==> config.mk <==
export PLATFORM = sky130hd
export DESIGN_NAME = system_clock_select_prescaler
export DESIGN_NICKNAME = d
export VERILOG_FILES = /design/src/design/clock_select_pkg.sv /design/src/design/system_clock_select_prescaler.sv
export VERILOG_INCLUDE_DIRS = /design/src /design/src/design
export SDC_FILE = /design/constraint.sdc
export NUM_CORES = 1
export LEC_CHECK = 0
export BUFFER_PORTS_ARGS = -buffer_cell sky130_fd_sc_hd__buf_2
export CAP_MARGIN = 0
export CORE_AREA = 2 2 105 107
export DETAILED_ROUTE_END_ITERATION = 7
export DIE_AREA = 0 0 107 109
export PLACE_DENSITY = 0.71
export SLEW_MARGIN = 5
export SYNTH_ARGS = -nofsm -noshare
export SYNTH_HDL_FRONTEND = slang
export SYNTH_SLANG_ARGS = --single-unit
==> constraint.sdc <==
create_clock -name clk -period 7.8 [get_ports clk]
set_clock_uncertainty 0.15 [all_clocks]
set_input_delay 1.56 -clock clk [delete_from_list [all_inputs] [get_ports clk]]
set_output_delay 1.56 -clock clk [all_outputs]
set_load 0.02 [all_outputs]
==> src/design/clock_select_map.svh <==
// constants of the system clock select and prescaler block
// Contract
// - rc source nominal 8.0MHz, select code 0010
// - reset loads factory calibration into trim
// - watchdog and reset timeout use watchdog oscillator
// - rc start-up: 6 clocks wake, 14 plus delay
// - 128kHz source selected by code 0011
// - 128kHz start-up: 6 wake, 14 plus 4/64ms
// - external clock selected by code 0000
// - external start-up: 6 wake, 14 plus delay
// - timer oscillator only with rc, four times slower
// - async enable lets timer pin take clock
// - clock output fuse drives clock pin, also reset; in reset the code enables the pin but holds it low
// - clock output carries the divided clock; the code toggles it per divided tick, giving half that rate
// - prescaler divides all system clocks together
// - no glitches, no faster intermediate frequency
// - new rate active within T1+T2 to T1+2*T2
// - prescaler is hidden ripple counter on master clock
// - division code accepted only within four cycles
// - enable set only alone, clears after four
// - codes 0000..1000 divide 1..256, others reserved
// - reset code 0011 with divide fuse, else 0000
`ifndef CLOCK_SELECT_MAP_SVH
`define CLOCK_SELECT_MAP_SVH
`define SRC_EXTERNAL      4'h0
`define SRC_RC_8MHZ       4'h2
`define SRC_LOWPOWER_128K 4'h3
`define SUT_SHORT         2'h0
`define SUT_MEDIUM        2'h1
`define SUT_LONG          2'h2
`define WAKE_CLOCKS       16'h0006
`define RESET_CLOCKS      16'h000E
`define DELAY_4MS_US      4000
`define DELAY_4P1MS_US    4100
`define DELAY_64MS_US     64000
`define DELAY_65MS_US     65000
`define CLK_MHZ           10
`define CHANGE_WINDOW     3'h4
`define CHANGE_BIT        7
`define DIV_MAX_CODE      4'h8
`define DIV_RESET_FUSED   4'h3
`define DIV_RESET_PLAIN   4'h0
`define WORD_CHANGE_ONLY  8'h80
`endif

==> src/design/clock_select_pkg.sv <==
// types of the system clock select and prescaler block
package clock_select_pkg;
    typedef struct packed {
        logic [3:0] source_select;
        logic [1:0] startup_time;
        logic       clock_output;
        logic       initial_divide;
    } fuse_s;
    typedef enum logic [1:0] {
        SEL_EXTERNAL,
        SEL_RC,
        SEL_LOWPOWER,
        SEL_INVALID
    } source_e;
    typedef enum {
        ST_RESET_HOLD,
        ST_RESET_DELAY,
        ST_RUN,
        ST_WAKE_DELAY
    } phase_e;
endpackage

==> src/design/system_clock_select_prescaler.sv <==
// clock source selection, start-up delay and glitch-free prescaler
`timescale 1ns/10ps
`default_nettype none
`include "clock_select_map.svh"
module system_clock_select_prescaler #(
    parameter int unsigned CLK_MHZ = `CLK_MHZ,
    parameter int unsigned DELAY_4MS   = `DELAY_4MS_US * CLK_MHZ,
    parameter int unsigned DELAY_4P1MS = `DELAY_4P1MS_US * CLK_MHZ,
    parameter int unsigned DELAY_64MS  = `DELAY_64MS_US * CLK_MHZ,
    parameter int unsigned DELAY_65MS  = `DELAY_65MS_US * CLK_MHZ
) (
    input  wire logic                   clk,
    input  wire logic                   reset_n,
    input  wire clock_select_pkg::fuse_s fuses,
    input  wire logic [7:0]             factory_calibration,
    input  wire logic                   watchdog_osc_tick,
    input  wire logic                   trim_write,
    input  wire logic [7:0]             trim_write_data,
    input  wire logic                   prescale_write,
    input  wire logic [7:0]             prescale_write_data,
    input  wire logic                   async_ext_clock_enable,
    input  wire logic                   timer_osc_pin_one,
    input  wire logic                   wake_request,
    output logic [7:0]                  rc_trim_value,
    output logic [1:0]                  source_active,
    output logic                        source_invalid,
    output logic                        timer_osc_allowed,
    output logic                        timer_clock_in,
    output logic [7:0]                  prescale_control_register,
    output logic                        system_clock_enable,
    output logic                        clock_output_pin,
    output logic                        clock_output_oe,
    output logic                        core_running
);
    // ------------------------------------------------------------
    // fuse capture and calibration
    // ------------------------------------------------------------
    clock_select_pkg::fuse_s   fuse_r, fuse_nxt;
    clock_select_pkg::source_e src_r, src_nxt;
    logic [7:0] trim_r, trim_nxt;
    logic       in_reset_r;
    logic       fuse_load;
    always_ff @(posedge clk or negedge reset_n) begin
        if (!reset_n) begin
            in_reset_r <= 1'b1;
        end else begin
            in_reset_r <= 1'b0;
        end
    end
    // capture at the first edge after release, inputs static
    assign fuse_load = in_reset_r;
    always_comb begin
        fuse_nxt = fuse_r;
        src_nxt  = src_r;
        trim_nxt = trim_r;
        if (fuse_load) begin
            fuse_nxt = fuses;
            trim_nxt = factory_calibration;
            unique case (fuses.source_select)
                `SRC_RC_8MHZ:       src_nxt = clock_select_pkg::SEL_RC;
                `SRC_LOWPOWER_128K: src_nxt = clock_select_pkg::SEL_LOWPOWER;
                `SRC_EXTERNAL:      src_nxt = clock_select_pkg::SEL_EXTERNAL;
                default:            src_nxt = clock_select_pkg::SEL_INVALID;
            endcase
        end else if (trim_write) begin
            trim_nxt = trim_write_data;
        end
    end
    always_ff @(posedge clk or negedge reset_n) begin
        if (!reset_n) begin
            fuse_r <= '0;
            src_r  <= clock_select_pkg::SEL_RC;
            trim_r <= 8'h00;
        end else begin
            fuse_r <= fuse_nxt;
            src_r  <= src_nxt;
            trim_r <= trim_nxt;
        end
    end
    // ------------------------------------------------------------
    // start-up delays
    // ------------------------------------------------------------
    // reset timeout is counted on watchdog oscillator ticks, not clk
    clock_select_pkg::phase_e phase_r, phase_nxt;
    logic [31:0] count_r, count_nxt;
    logic [31:0] extra_delay;
    always_comb begin
        extra_delay = 32'h0000_0000;
        unique case (fuse_r.startup_time)
            `SUT_SHORT:  extra_delay = 32'h0000_0000;
            `SUT_MEDIUM: extra_delay = (src_r == clock_select_pkg::SEL_LOWPOWER)
                ? DELAY_4MS : DELAY_4P1MS;
            `SUT_LONG:   extra_delay = (src_r == clock_select_pkg::SEL_LOWPOWER)
                ? DELAY_64MS : DELAY_65MS;
            default:     extra_delay = 32'h0000_0000;
        endcase
    end
    always_comb begin
        phase_nxt = phase_r;
        count_nxt = count_r;
        unique case (phase_r)
            clock_select_pkg::ST_RESET_HOLD: begin
                if (!fuse_load) begin
                    phase_nxt = clock_select_pkg::ST_RESET_DELAY;
                    count_nxt = 32'(`RESET_CLOCKS) + extra_delay;
                end
            end
            clock_select_pkg::ST_RESET_DELAY: begin
                if (count_r == 32'h0000_0000) begin
                    phase_nxt = clock_select_pkg::ST_RUN;
                end else if (watchdog_osc_tick) begin
                    count_nxt = count_r - 32'h0000_0001;
                end
            end
            clock_select_pkg::ST_RUN: begin
                if (wake_request) begin
                    phase_nxt = clock_select_pkg::ST_WAKE_DELAY;
                    // the request edge is the first of the wake clocks
                    count_nxt = 32'(`WAKE_CLOCKS) - 32'h0000_0001;
                end
            end
            clock_select_pkg::ST_WAKE_DELAY: begin
                if (count_r == 32'h0000_0000) begin
                    phase_nxt = clock_select_pkg::ST_RUN;
                end else begin
                    count_nxt = count_r - 32'h0000_0001;
                end
            end
        endcase
    end
    always_ff @(posedge clk or negedge reset_n) begin
        if (!reset_n) begin
            phase_r <= clock_select_pkg::ST_RESET_HOLD;
            count_r <= 32'h0000_0000;
        end else begin
            phase_r <= phase_nxt;
            count_r <= count_nxt;
        end
    end
    // ------------------------------------------------------------
    // prescale control register
    // ------------------------------------------------------------
    logic       change_en_r, change_en_nxt;
    logic [2:0] window_r, window_nxt;
    logic [3:0] code_r, code_nxt;
    always_comb begin
        change_en_nxt = change_en_r;
        window_nxt    = window_r;
        code_nxt      = code_r;
        if (fuse_load) begin
            code_nxt = fuses.initial_divide ? `DIV_RESET_FUSED
                                            : `DIV_RESET_PLAIN;
        end
        if (change_en_r) begin
            window_nxt = window_r - 3'h1;
            if (window_r == 3'h1) begin
                change_en_nxt = 1'b0;
            end
        end
        if (prescale_write) begin
            if (prescale_write_data == `WORD_CHANGE_ONLY) begin
                if (!change_en_r) begin
                    change_en_nxt = 1'b1;
                    window_nxt    = `CHANGE_WINDOW;
                end
            end else if (!prescale_write_data[`CHANGE_BIT] && change_en_r) begin
                code_nxt      = prescale_write_data[3:0];
                change_en_nxt = 1'b0;
                window_nxt    = 3'h0;
            end
        end
    end
    always_ff @(posedge clk or negedge reset_n) begin
        if (!reset_n) begin
            change_en_r <= 1'b0;
            window_r    <= 3'h0;
            code_r      <= `DIV_RESET_PLAIN;
        end else begin
            change_en_r <= change_en_nxt;
            window_r    <= window_nxt;
            code_r      <= code_nxt;
        end
    end
    // ------------------------------------------------------------
    // glitch-free prescaler
    // ------------------------------------------------------------
    // the active code changes only on a tick boundary of the old rate,
    // so the interval in between is one old period then the new one
    logic [7:0] ripple_r, ripple_nxt;
    logic [3:0] active_r, active_nxt;
    logic       tick_r, tick_nxt;
    logic [7:0] div_mask;
    logic [3:0] code_eff;
    // reserved codes keep the last legal division
    assign code_eff = (code_r > `DIV_MAX_CODE) ? active_r : code_r;
    always_comb begin
        div_mask = 8'hff >> (4'h8 - active_r);
        if (active_r == 4'h0) begin
            div_mask = 8'h00;
        end
    end
    always_comb begin
        ripple_nxt = ripple_r + 8'h01;
        active_nxt = active_r;
        tick_nxt   = 1'b0;
        if ((ripple_r & div_mask) == div_mask) begin
            tick_nxt   = 1'b1;
            ripple_nxt = 8'h00;
            active_nxt = code_eff;
        end
    end
    always_ff @(posedge clk or negedge reset_n) begin
        if (!reset_n) begin
            ripple_r <= 8'h00;
            active_r <= `DIV_RESET_PLAIN;
            tick_r   <= 1'b0;
        end else begin
            ripple_r <= ripple_nxt;
            active_r <= active_nxt;
            tick_r   <= tick_nxt;
        end
    end
    // ------------------------------------------------------------
    // timer oscillator pin
    // ------------------------------------------------------------
    // the pin pair is shared with the crystal, so only the rc source
    // leaves it free; allowed follows the source on the same edge
    logic tmr_ok_r, tmr_ok_nxt;
    logic tmr_clk_r, tmr_clk_nxt;
    always_comb begin
        tmr_ok_nxt  = (src_nxt == clock_select_pkg::SEL_RC);
        tmr_clk_nxt = tmr_ok_r && async_ext_clock_enable
                    && timer_osc_pin_one;
    end
    always_ff @(posedge clk or negedge reset_n) begin
        if (!reset_n) begin
            tmr_ok_r  <= 1'b0;
            tmr_clk_r <= 1'b0;
        end else begin
            tmr_ok_r  <= tmr_ok_nxt;
            tmr_clk_r <= tmr_clk_nxt;
        end
    end
    // ------------------------------------------------------------
    // status flags
    // ------------------------------------------------------------
    // registered from the next-state values so that they change on
    // the same edge as the state they describe
    logic inv_r, inv_nxt;
    logic run_r, run_nxt;
    always_comb begin
        inv_nxt = (src_nxt == clock_select_pkg::SEL_INVALID);
        run_nxt = (phase_nxt == clock_select_pkg::ST_RUN);
    end
    always_ff @(posedge clk or negedge reset_n) begin
        if (!reset_n) begin
            inv_r <= 1'b0;
            run_r <= 1'b0;
        end else begin
            inv_r <= inv_nxt;
            run_r <= run_nxt;
        end
    end
    // ------------------------------------------------------------
    // clock output pin
    // ------------------------------------------------------------
    logic clk_out_r, clk_out_nxt;
    logic oe_r, oe_nxt;
    always_comb begin
        // toggles per divided tick: a half-rate image of the system clock
        clk_out_nxt = tick_nxt ? !clk_out_r : clk_out_r;
        oe_nxt      = fuse_load ? fuses.clock_output
                                : fuse_r.clock_output;
    end
    always_ff @(posedge clk or negedge reset_n) begin
        if (!reset_n) begin
            clk_out_r <= 1'b0;
        end else begin
            clk_out_r <= clk_out_nxt;
        end
    end
    // no reset here: the enable must follow the fuse while reset is
    // held, and fuse_load stays high for all of that time
    always_ff @(posedge clk) begin
        oe_r <= oe_nxt;
    end
    // limitation: while reset is held the pin is enabled but stays low
    // ------------------------------------------------------------
    // outputs
    // ------------------------------------------------------------
    assign rc_trim_value             = trim_r;
    assign source_active             = src_r;
    assign source_invalid            = inv_r;
    assign timer_osc_allowed         = tmr_ok_r;
    assign timer_clock_in            = tmr_clk_r;
    assign prescale_control_register = {change_en_r, 3'h0, code_r};
    assign system_clock_enable       = tick_r;
    assign clock_output_pin          = clk_out_r;
    assign clock_output_oe           = oe_r;
    assign core_running              = run_r;
endmodule // system_clock_select_prescaler
`default_nettype wire

==> results of run 1 <==
==> state kept, by name, summed over array words and instances, names as in the netlist <==
| name | flops |
|---|---|
| phase_r | 32 |
| window_r | 3 |
| fuse_load | 1 |
| clock_output_oe | 1 |
| code_r | 4 |
| ripple_r | 8 |
| clock_output_pin | 1 |
| count_r | 32 |
| fuse_r | 3 |
| rc_trim_value | 8 |
| timer_osc_allowed | 1 |
| source_active | 2 |
| system_clock_enable | 1 |
| change_en_r | 1 |
| core_running | 1 |
| source_invalid | 1 |
| active_r | 4 |
| timer_clock_in | 1 |
==> cell usage in the layout (no fill, tap or decap), types with 5 or more instances in the layout <==
cell | synthesis | layout
dfrtp_1 | 102 | 102
buf_2 | 1 | 60
nor2_1 | 56 | 56
nand2_1 | 37 | 37
and2_1 | 35 | 35
o21ai_0 | 35 | 35
inv_1 | 22 | 22
a21oi_1 | 20 | 20
nor3_1 | 17 | 17
xor2_1 | 16 | 16
ha_1 | 14 | 14
nor4_1 | 13 | 13
mux2i_1 | 10 | 10
clkbuf_8 | 0 | 10
nand3_1 | 9 | 9
or3_1 | 7 | 7
xnor2_1 | 6 | 6
o22ai_1 | 5 | 5
o211ai_1 | 5 | 5
a2bb2oi_1 | 5 | 5
==> metrics by stage <==
step | hold slack (ns) | power [uW] | cell area, sq um
2_1_floorplan | 0.300 | 1060 | 5140
3_3_place_gp | 0.301 | 1160 | 5530
3_5_place_dp | 0.320 | 1180 | 5530
4_1_cts | 0.342 | 1550 | 5750
5_1_grt | 0.363 | 1650 | 5750
6_report | 0.339 | 1550 | 5750
==> worst min-delay path by stage <==
stage	to	slack, ns	cells past startpoint
6_report	clock_output_pin	0.34	1
3_5_place_dp	count_r[16]	0.32	1
5_1_grt	phase_r[22]	0.36	1
3_3_place_gp	clock_output_pin	0.30	1
4_1_cts	count_r[16]	0.34	1
2_1_floorplan	count_r[16]	0.30	1
==> critical path, cell delays in order, from the launching register on <==
cell and delay [ns]:
dfrtp_1 0.43, inv_1 0.12, ha_1 0.21, or3b_2 0.52
nor3_1 0.53, and2_1 0.38, o21ai_1 0.18, o21a_1 0.22
o21ba_2 0.20
==> layer usage <==
layer	GRT usage	routed length, microns
met5	0	0
met4	0.0594	149
met1	0.272	5070
met2	0.301	5090
met3	0.0395	374
==> logic make-up (layout without fill, tap and decap cells) <==
kind of cell / Yosys count / in the layout / synth area share
AND/OR/NAND/NOR: 207 / 207 / 0.213
multiplexers: 13 / 13 / 0.0261
AO/OA/AOI/OAI: 107 / 107 / 0.139
flip-flops: 105 / 105 / 0.511
adder cells (fa/ha/maj): 14 / 14 / 0.0341
XOR/XNOR: 22 / 22 / 0.0375
buffers and inverters: 43 / 101 / 0.0383
other: 1 / 4 / 0.000731
==> power groups by stage <==
| stage | registers, uW | clock network [uW] | logic [uW] |
|---|---|---|---|
| after floorplan | 735 | 0 | 329 |
| after CTS | 737 | 379 | 438 |
| after global placement | 742 | 0 | 415 |
| after global routing | 755 | 401 | 496 |
| after detailed placement | 747 | 0 | 436 |
| final | 739 | 371 | 438 |
==> cell type report <==
class / count / area share
clock buffer: 11 / 0.0246
clock inverter: 5 / 0.0137
inverter: 22 / 0.0144
multi-input combinational: 367 / 0.404
sequential: 105 / 0.457
tap: 140 / 0.0305
timing repair buffer: 63 / 0.0562
==> summary.txt, run 1 <==
Critical path
  • Worst-case reg-to-reg path depth: 8
  • Crit-path max FO: 6
  • CP Launch Type: flip-flop
  • R2r endpoint: count_r[24]
  • Capture point of the worst path: count_r[24]
  • Crit path DAT: 3.15 ns
  • WP data required: 7.92 ns
  • Reg2reg start: count_r[0]
  • Crit Path Category: reg -> reg
  • Internal reg-to-reg setup slack: 4.77 ns
  • Endpoint class of the critical path: flip-flop
  • Crit path from: count_r[0]

Synthesis
  • Count leader, synth: dfrtp_1
  • Yosys reg bits: 105
  • FFs w/ async S/R, synth: 0.990
  • Synth area leaders: dfrtp_1, and2_1, nor2_1, ha_1, o21ai_0
  • Top cell type's share of synthesized area: 0.497
  • Post-synth EDFFs: 0
  • Ys Warns: 0
  • Primary FF master, synth: dfrtp_1
  • Most frequent cells after synthesis: dfrtp_1, nor2_1, nand2_1
  • Post-synthesis cell area: 5130 sq um
  • Synth Instances: 512
  • Yosys cell types: 61
  • Syn Area/Cell: 10.0 sq um
  • Seq/Total Area, Yosys: 0.511
  • Synth area leader: dfrtp_1

Route
  • DRT iter0 DRCs: 276
  • DR vias/cell: 5.51
  • Antenna Violating Nets Remaining: 0
  • Routed via count: 3926
  • DRC viols: 0
  • Post-Route WL: 10700 microns
  • Drt pass-1 iters: 4
  • Wire per inst: 15.0 microns

Clocking
  • Clock root cell: clkbuf_8
  • CTS Buffer Depth: 2
  • Post-CTS Resized: 0
  • Num CTS Buffers: 9
  • CTS sink count: 105
  • Post-CTS Setup Bufs: 0
  • CTS H-tree lvls: 3
  • Clk_lat worst skew: 0.37 ns
  • CTS Hold Bufs: 0
  • Clk slew on worst S/H paths: 0.09 ns
  • CTS tree: yes

Run status
  • Status: finished clean

Power and ir drop
  • Switch share: 0.345
  • Clock network fraction of total power: 0.240
  • Reg power frac: 0.477
  • PD cells: 269 nW/um^2
  • Cell internal pwr: 1010 uW
  • VDD IR max: 0.000156 V
  • Leak pwr: 0.00273 uW
  • Part of the power in combinational logic: 0.283
  • Switch Pwr: 534 uW

Placed design
  • Placed Cells: 697
  • DP HPWL: 7460 microns
  • Global placement routability congestion: 0.831
  • Port-buffer cells: 61
  • Dpl ws: 4.41 ns

Floorplanning
  • Row cnt: 38
  • Chip Width: 107 microns
  • Core area: 10600 sq um
  • Initial Util: 0.484
  • Die height: 109 microns
  • Die area: 11700 sq um
  • # IOs: 65

Worst hold path
  • Worst hold path type: reg -> reg
  • Hold Startpoint: clock_output_pin

Global route
  • GRT Util Overall: 0.193
  • Gr ovfl total: 0
  • Initial antenna violation count: 0
  • Largest net degree at the start of global routing: 66
  • Number of global-route vias before repair: 3752
  • First-pass GRT wire length: 17900 microns

Finish
  • Nets: 622
  • Share of cells above drive strength 1: 0.166
  • Fin cells: 713
  • Multi-input logic area: 2320 sq um
  • Util after Layout: 0.542
  • Area delta synth->final: 12.0%
  • Register area: 2630 sq um
  • Antenna diodes: 0
  • Fillcell total: 945

STA
  • Fin. max-slew vios: 0
  • Crit path time final: 3.03 ns
  • Post-Route Setup TNS: 0 ns
  • Min setup slack post-route: 4.77 ns
  • RSZ-0062 raised after global routing: false
  • Hold Vio Cnt, Final: 0
  • Worst-margin pin slew: 0.802 ns
  • Slew headroom: 0.465
  • Post-route clock period utilization: 0.388
  • Final setup fails: 0
  • Max Fclk: 330 MHz

Run
  • Total of max-cap violations: 0
Note: power is estimated with default switching activity, not from simulation.
==> run 2: changes to the inputs <==
Settings changed: PLACE_DENSITY 0.71 to 0.74.
Clock period 7.8 ns to 2.7 ns, I/O delays scaled along.
==> run 2 against run 1 <==
Final cell count increased by 2.1%. Clock power increased to 2.7 times the previous value. Core utilization increased by 1.1 points. Count of clock-buffer cells in the layout unchanged. Sequential share of layout area decreased by 0.93 points. Register-to-register slack got worse by 4.6 ns. Flip-flop and latch count unchanged. First-iteration DRC count increased by 1.8%.
==> summary.txt, run 2 (synthesis results as in run 1) <==
Run status
  • Status: finished clean (unchanged)

STA
  • Crit path time final: 2.56 ns (was 3.03 ns)
  • Post-route clock period utilization: 0.948 (was 0.388)
  • Post-Route Setup TNS: 0 ns (unchanged)
  • Fin. max-slew vios: 0 (unchanged)
  • Worst-margin pin slew: 0.654 ns (was 0.802 ns)
  • Hold WS: 0.231 ns (was 0.339 ns)
  • RSZ-0062 raised after global routing: true (was false)
  • Hold Vio Cnt, Final: 0 (unchanged)
  • Min setup slack post-route: 0.141 ns (was 4.77 ns)
  • Max Fclk: 391 MHz (was 330 MHz)
  • Final setup fails: 0 (unchanged)
  • Slew headroom: 0.564 (was 0.465)

Clocking
  • CTS Buffer Depth: 2 (unchanged)
  • CTS H-tree lvls: 3 (unchanged)
  • CTS sink count: 105 (unchanged)
  • Clock root cell: clkbuf_8 (unchanged)
  • CTS tree: yes (unchanged)
  • Clk_lat worst skew: 0.37 ns (about the same)
  • Clk slew on worst S/H paths: 0.10 ns (was 0.09 ns)
  • Num CTS Buffers: 9 (unchanged)

Finish
  • Regs by FF count: count_r x32, phase_r x32 (unchanged)
  • Nets: 637 (was 622)
  • Most common library cell in the layout ignoring fill and taps: dfrtp_1 (unchanged)
  • Share of cells above drive strength 1: 0.189 (was 0.166)
  • Util after Layout: 0.553 (was 0.542)
  • Area delta synth->final: 14.3% (was 12.0%)
  • Antenna diodes: 0 (unchanged)
  • Commonest cells after routing, fill and taps aside: dfrtp_1, buf_2, nor2_1 (unchanged)
  • Fillcell total: 919 (was 945)

Floorplanning
  • Core area: 10600 sq um (unchanged)
  • Die area: 11700 sq um (unchanged)
  • Initial Util: 0.484 (unchanged)
  • Die height: 109 microns (unchanged)
  • # IOs: 65 (unchanged)
  • Row cnt: 38 (unchanged)
  • Chip Width: 107 microns (unchanged)

Power and ir drop
  • VDD IR max: 0.000440 V (was 0.000156 V)
  • Cell internal pwr: 2890 uW (was 1010 uW)
  • Switch Pwr: 1550 uW (was 534 uW)
  • Leak pwr: 0.00280 uW (was 0.00273 uW)
  • Reg power frac: 0.479 (was 0.477)
  • Clock network fraction of total power: 0.226 (was 0.240)
  • Part of the power in combinational logic: 0.295 (was 0.283)
  • Pwr Total: 4440 uW (was 1550 uW)
  • PD cells: 757 nW/um^2 (was 269 nW/um^2)
  • Switch share: 0.349 (was 0.345)

Worst hold path
  • Worst hold path type: in -> reg (was reg -> reg)

Global route
  • GRT Util Overall: 0.182 (was 0.193)
  • Initial antenna violation count: 0 (unchanged)
  • First-pass GRT wire length: 16800 microns (was 17900 microns)
  • Number of global-route vias before repair: 3706 (was 3752)
  • Largest net degree at the start of global routing: 74 (was 66)
  • Gr ovfl total: 0 (unchanged)

Critical path
  • Crit Path Category: reg -> reg (unchanged)
  • Critical path's slowest cell: or4_4 (was nor3_1)
  • Crit-path max FO: 20 (was 6)
  • WP data required: 2.81 ns (was 7.92 ns)
  • Crit path DAT: 2.67 ns (was 3.15 ns)
  • CP Launch Type: flip-flop (unchanged)
  • Critical Path Max Stage Delay: 0.59 ns (was 0.53 ns)
  • Endpoint class of the critical path: flip-flop (unchanged)
  • Crit path cell chain: or4_4 > nor4_4 > a31oi_4 > nand2b_4 > a22o_1 (was inv_1 > ha_1 > or3b_2 > nor3_1 > and2_1 > o21ai_1 > o21a_1 > o21ba_2)

Placed design
  • DP HPWL: 7360 microns (was 7460 microns)
  • Dpl ws: 0.115 ns (was 4.41 ns)
  • Global placement routability congestion: 0.893 (was 0.831)
  • Port-buffer cells: 61 (unchanged)

Route
  • Post-Route WL: 10400 microns (was 10700 microns)
  • DRT iter0 DRCs: 281 (was 276)
  • Wire per inst: 14.3 microns (was 15.0 microns)
  • Drt pass-1 iters: 4 (unchanged)
  • DRC viols: 0 (unchanged)
  • DR vias/cell: 5.43 (was 5.51)
  • Antenna Violating Nets Remaining: 0 (unchanged)
  • Routed via count: 3955 (was 3926)

Run
  • Total of max-cap violations: 0 (unchanged)
-- run 2: final timing paths --
path	start	end	slack (ns)	cells after the start
hold / removal	prescale_write_data[3]	code_r[3]	0.23	3
hold reg to reg	clock_output_pin	clock_output_pin	0.32	1
setup reg to reg	count_r[18]	count_r[8]	0.14	5
min in group asynchronous	reset_n	count_r[22]	0.49	2
setup / recovery	count_r[18]	count_r[8]	0.14	5
max in group asynchronous	reset_n	source_active[0]	1.15	3
-- run 2: worst max-delay path: cells and delay by family (launching register included) --
kind / cells / cell delay [ns]
AO/OA/AOI/OAI: 2 / 0.57
flip-flops: 1 / 0.44
AND/OR/NAND/NOR: 3 / 1.28
-- run 2: stage by stage --
stage | instance area [sq um] | std cells
final | 5870 | 728
after global routing | 5870 | 728
after CTS | 5840 | 725
after detailed placement | 5620 | 708
after global placement | 5620 | 708
after floorplan | 5140 | 515
-- run 2: final cells by class --
type / instances / area, sq um / share of cell area
Sequential cell: 105 / 2630 / 0.447
Multi-Input combinational cell: 368 / 2340 / 0.398
Timing Repair Buffer: 77 / 443 / 0.0755
Tap cell: 140 / 175 / 0.0299
Clock buffer: 11 / 141 / 0.0241
Inverter: 22 / 82.6 / 0.0141
Clock inverter: 5 / 63.8 / 0.0109
-- run 2: power by group through the flow --
stage / Clock (uW) / Sequential (uW) / Combinational, uW
5_1_grt: 1090 / 2170 / 1480
6_report: 1000 / 2130 / 1310
2_1_floorplan: 0 / 2120 / 950
3_3_place_gp: 0 / 2130 / 1250
3_5_place_dp: 0 / 2140 / 1300
4_1_cts: 1040 / 2120 / 1300
-- run 2: layer usage --
metal  part of all wire  global-route usage
met1               0.45               0.235
met2               0.49               0.293
met3              0.034              0.0299
met4              0.018              0.0993
met5                  0                   0
-- run 2: repair_timing --
action	in CTS	in global routing
endpoints found under the hold margin	30	0
hold buffers	1	0
resized for setup	0	2
buffers inserted	0	2
endpoints found under the setup margin	0	6
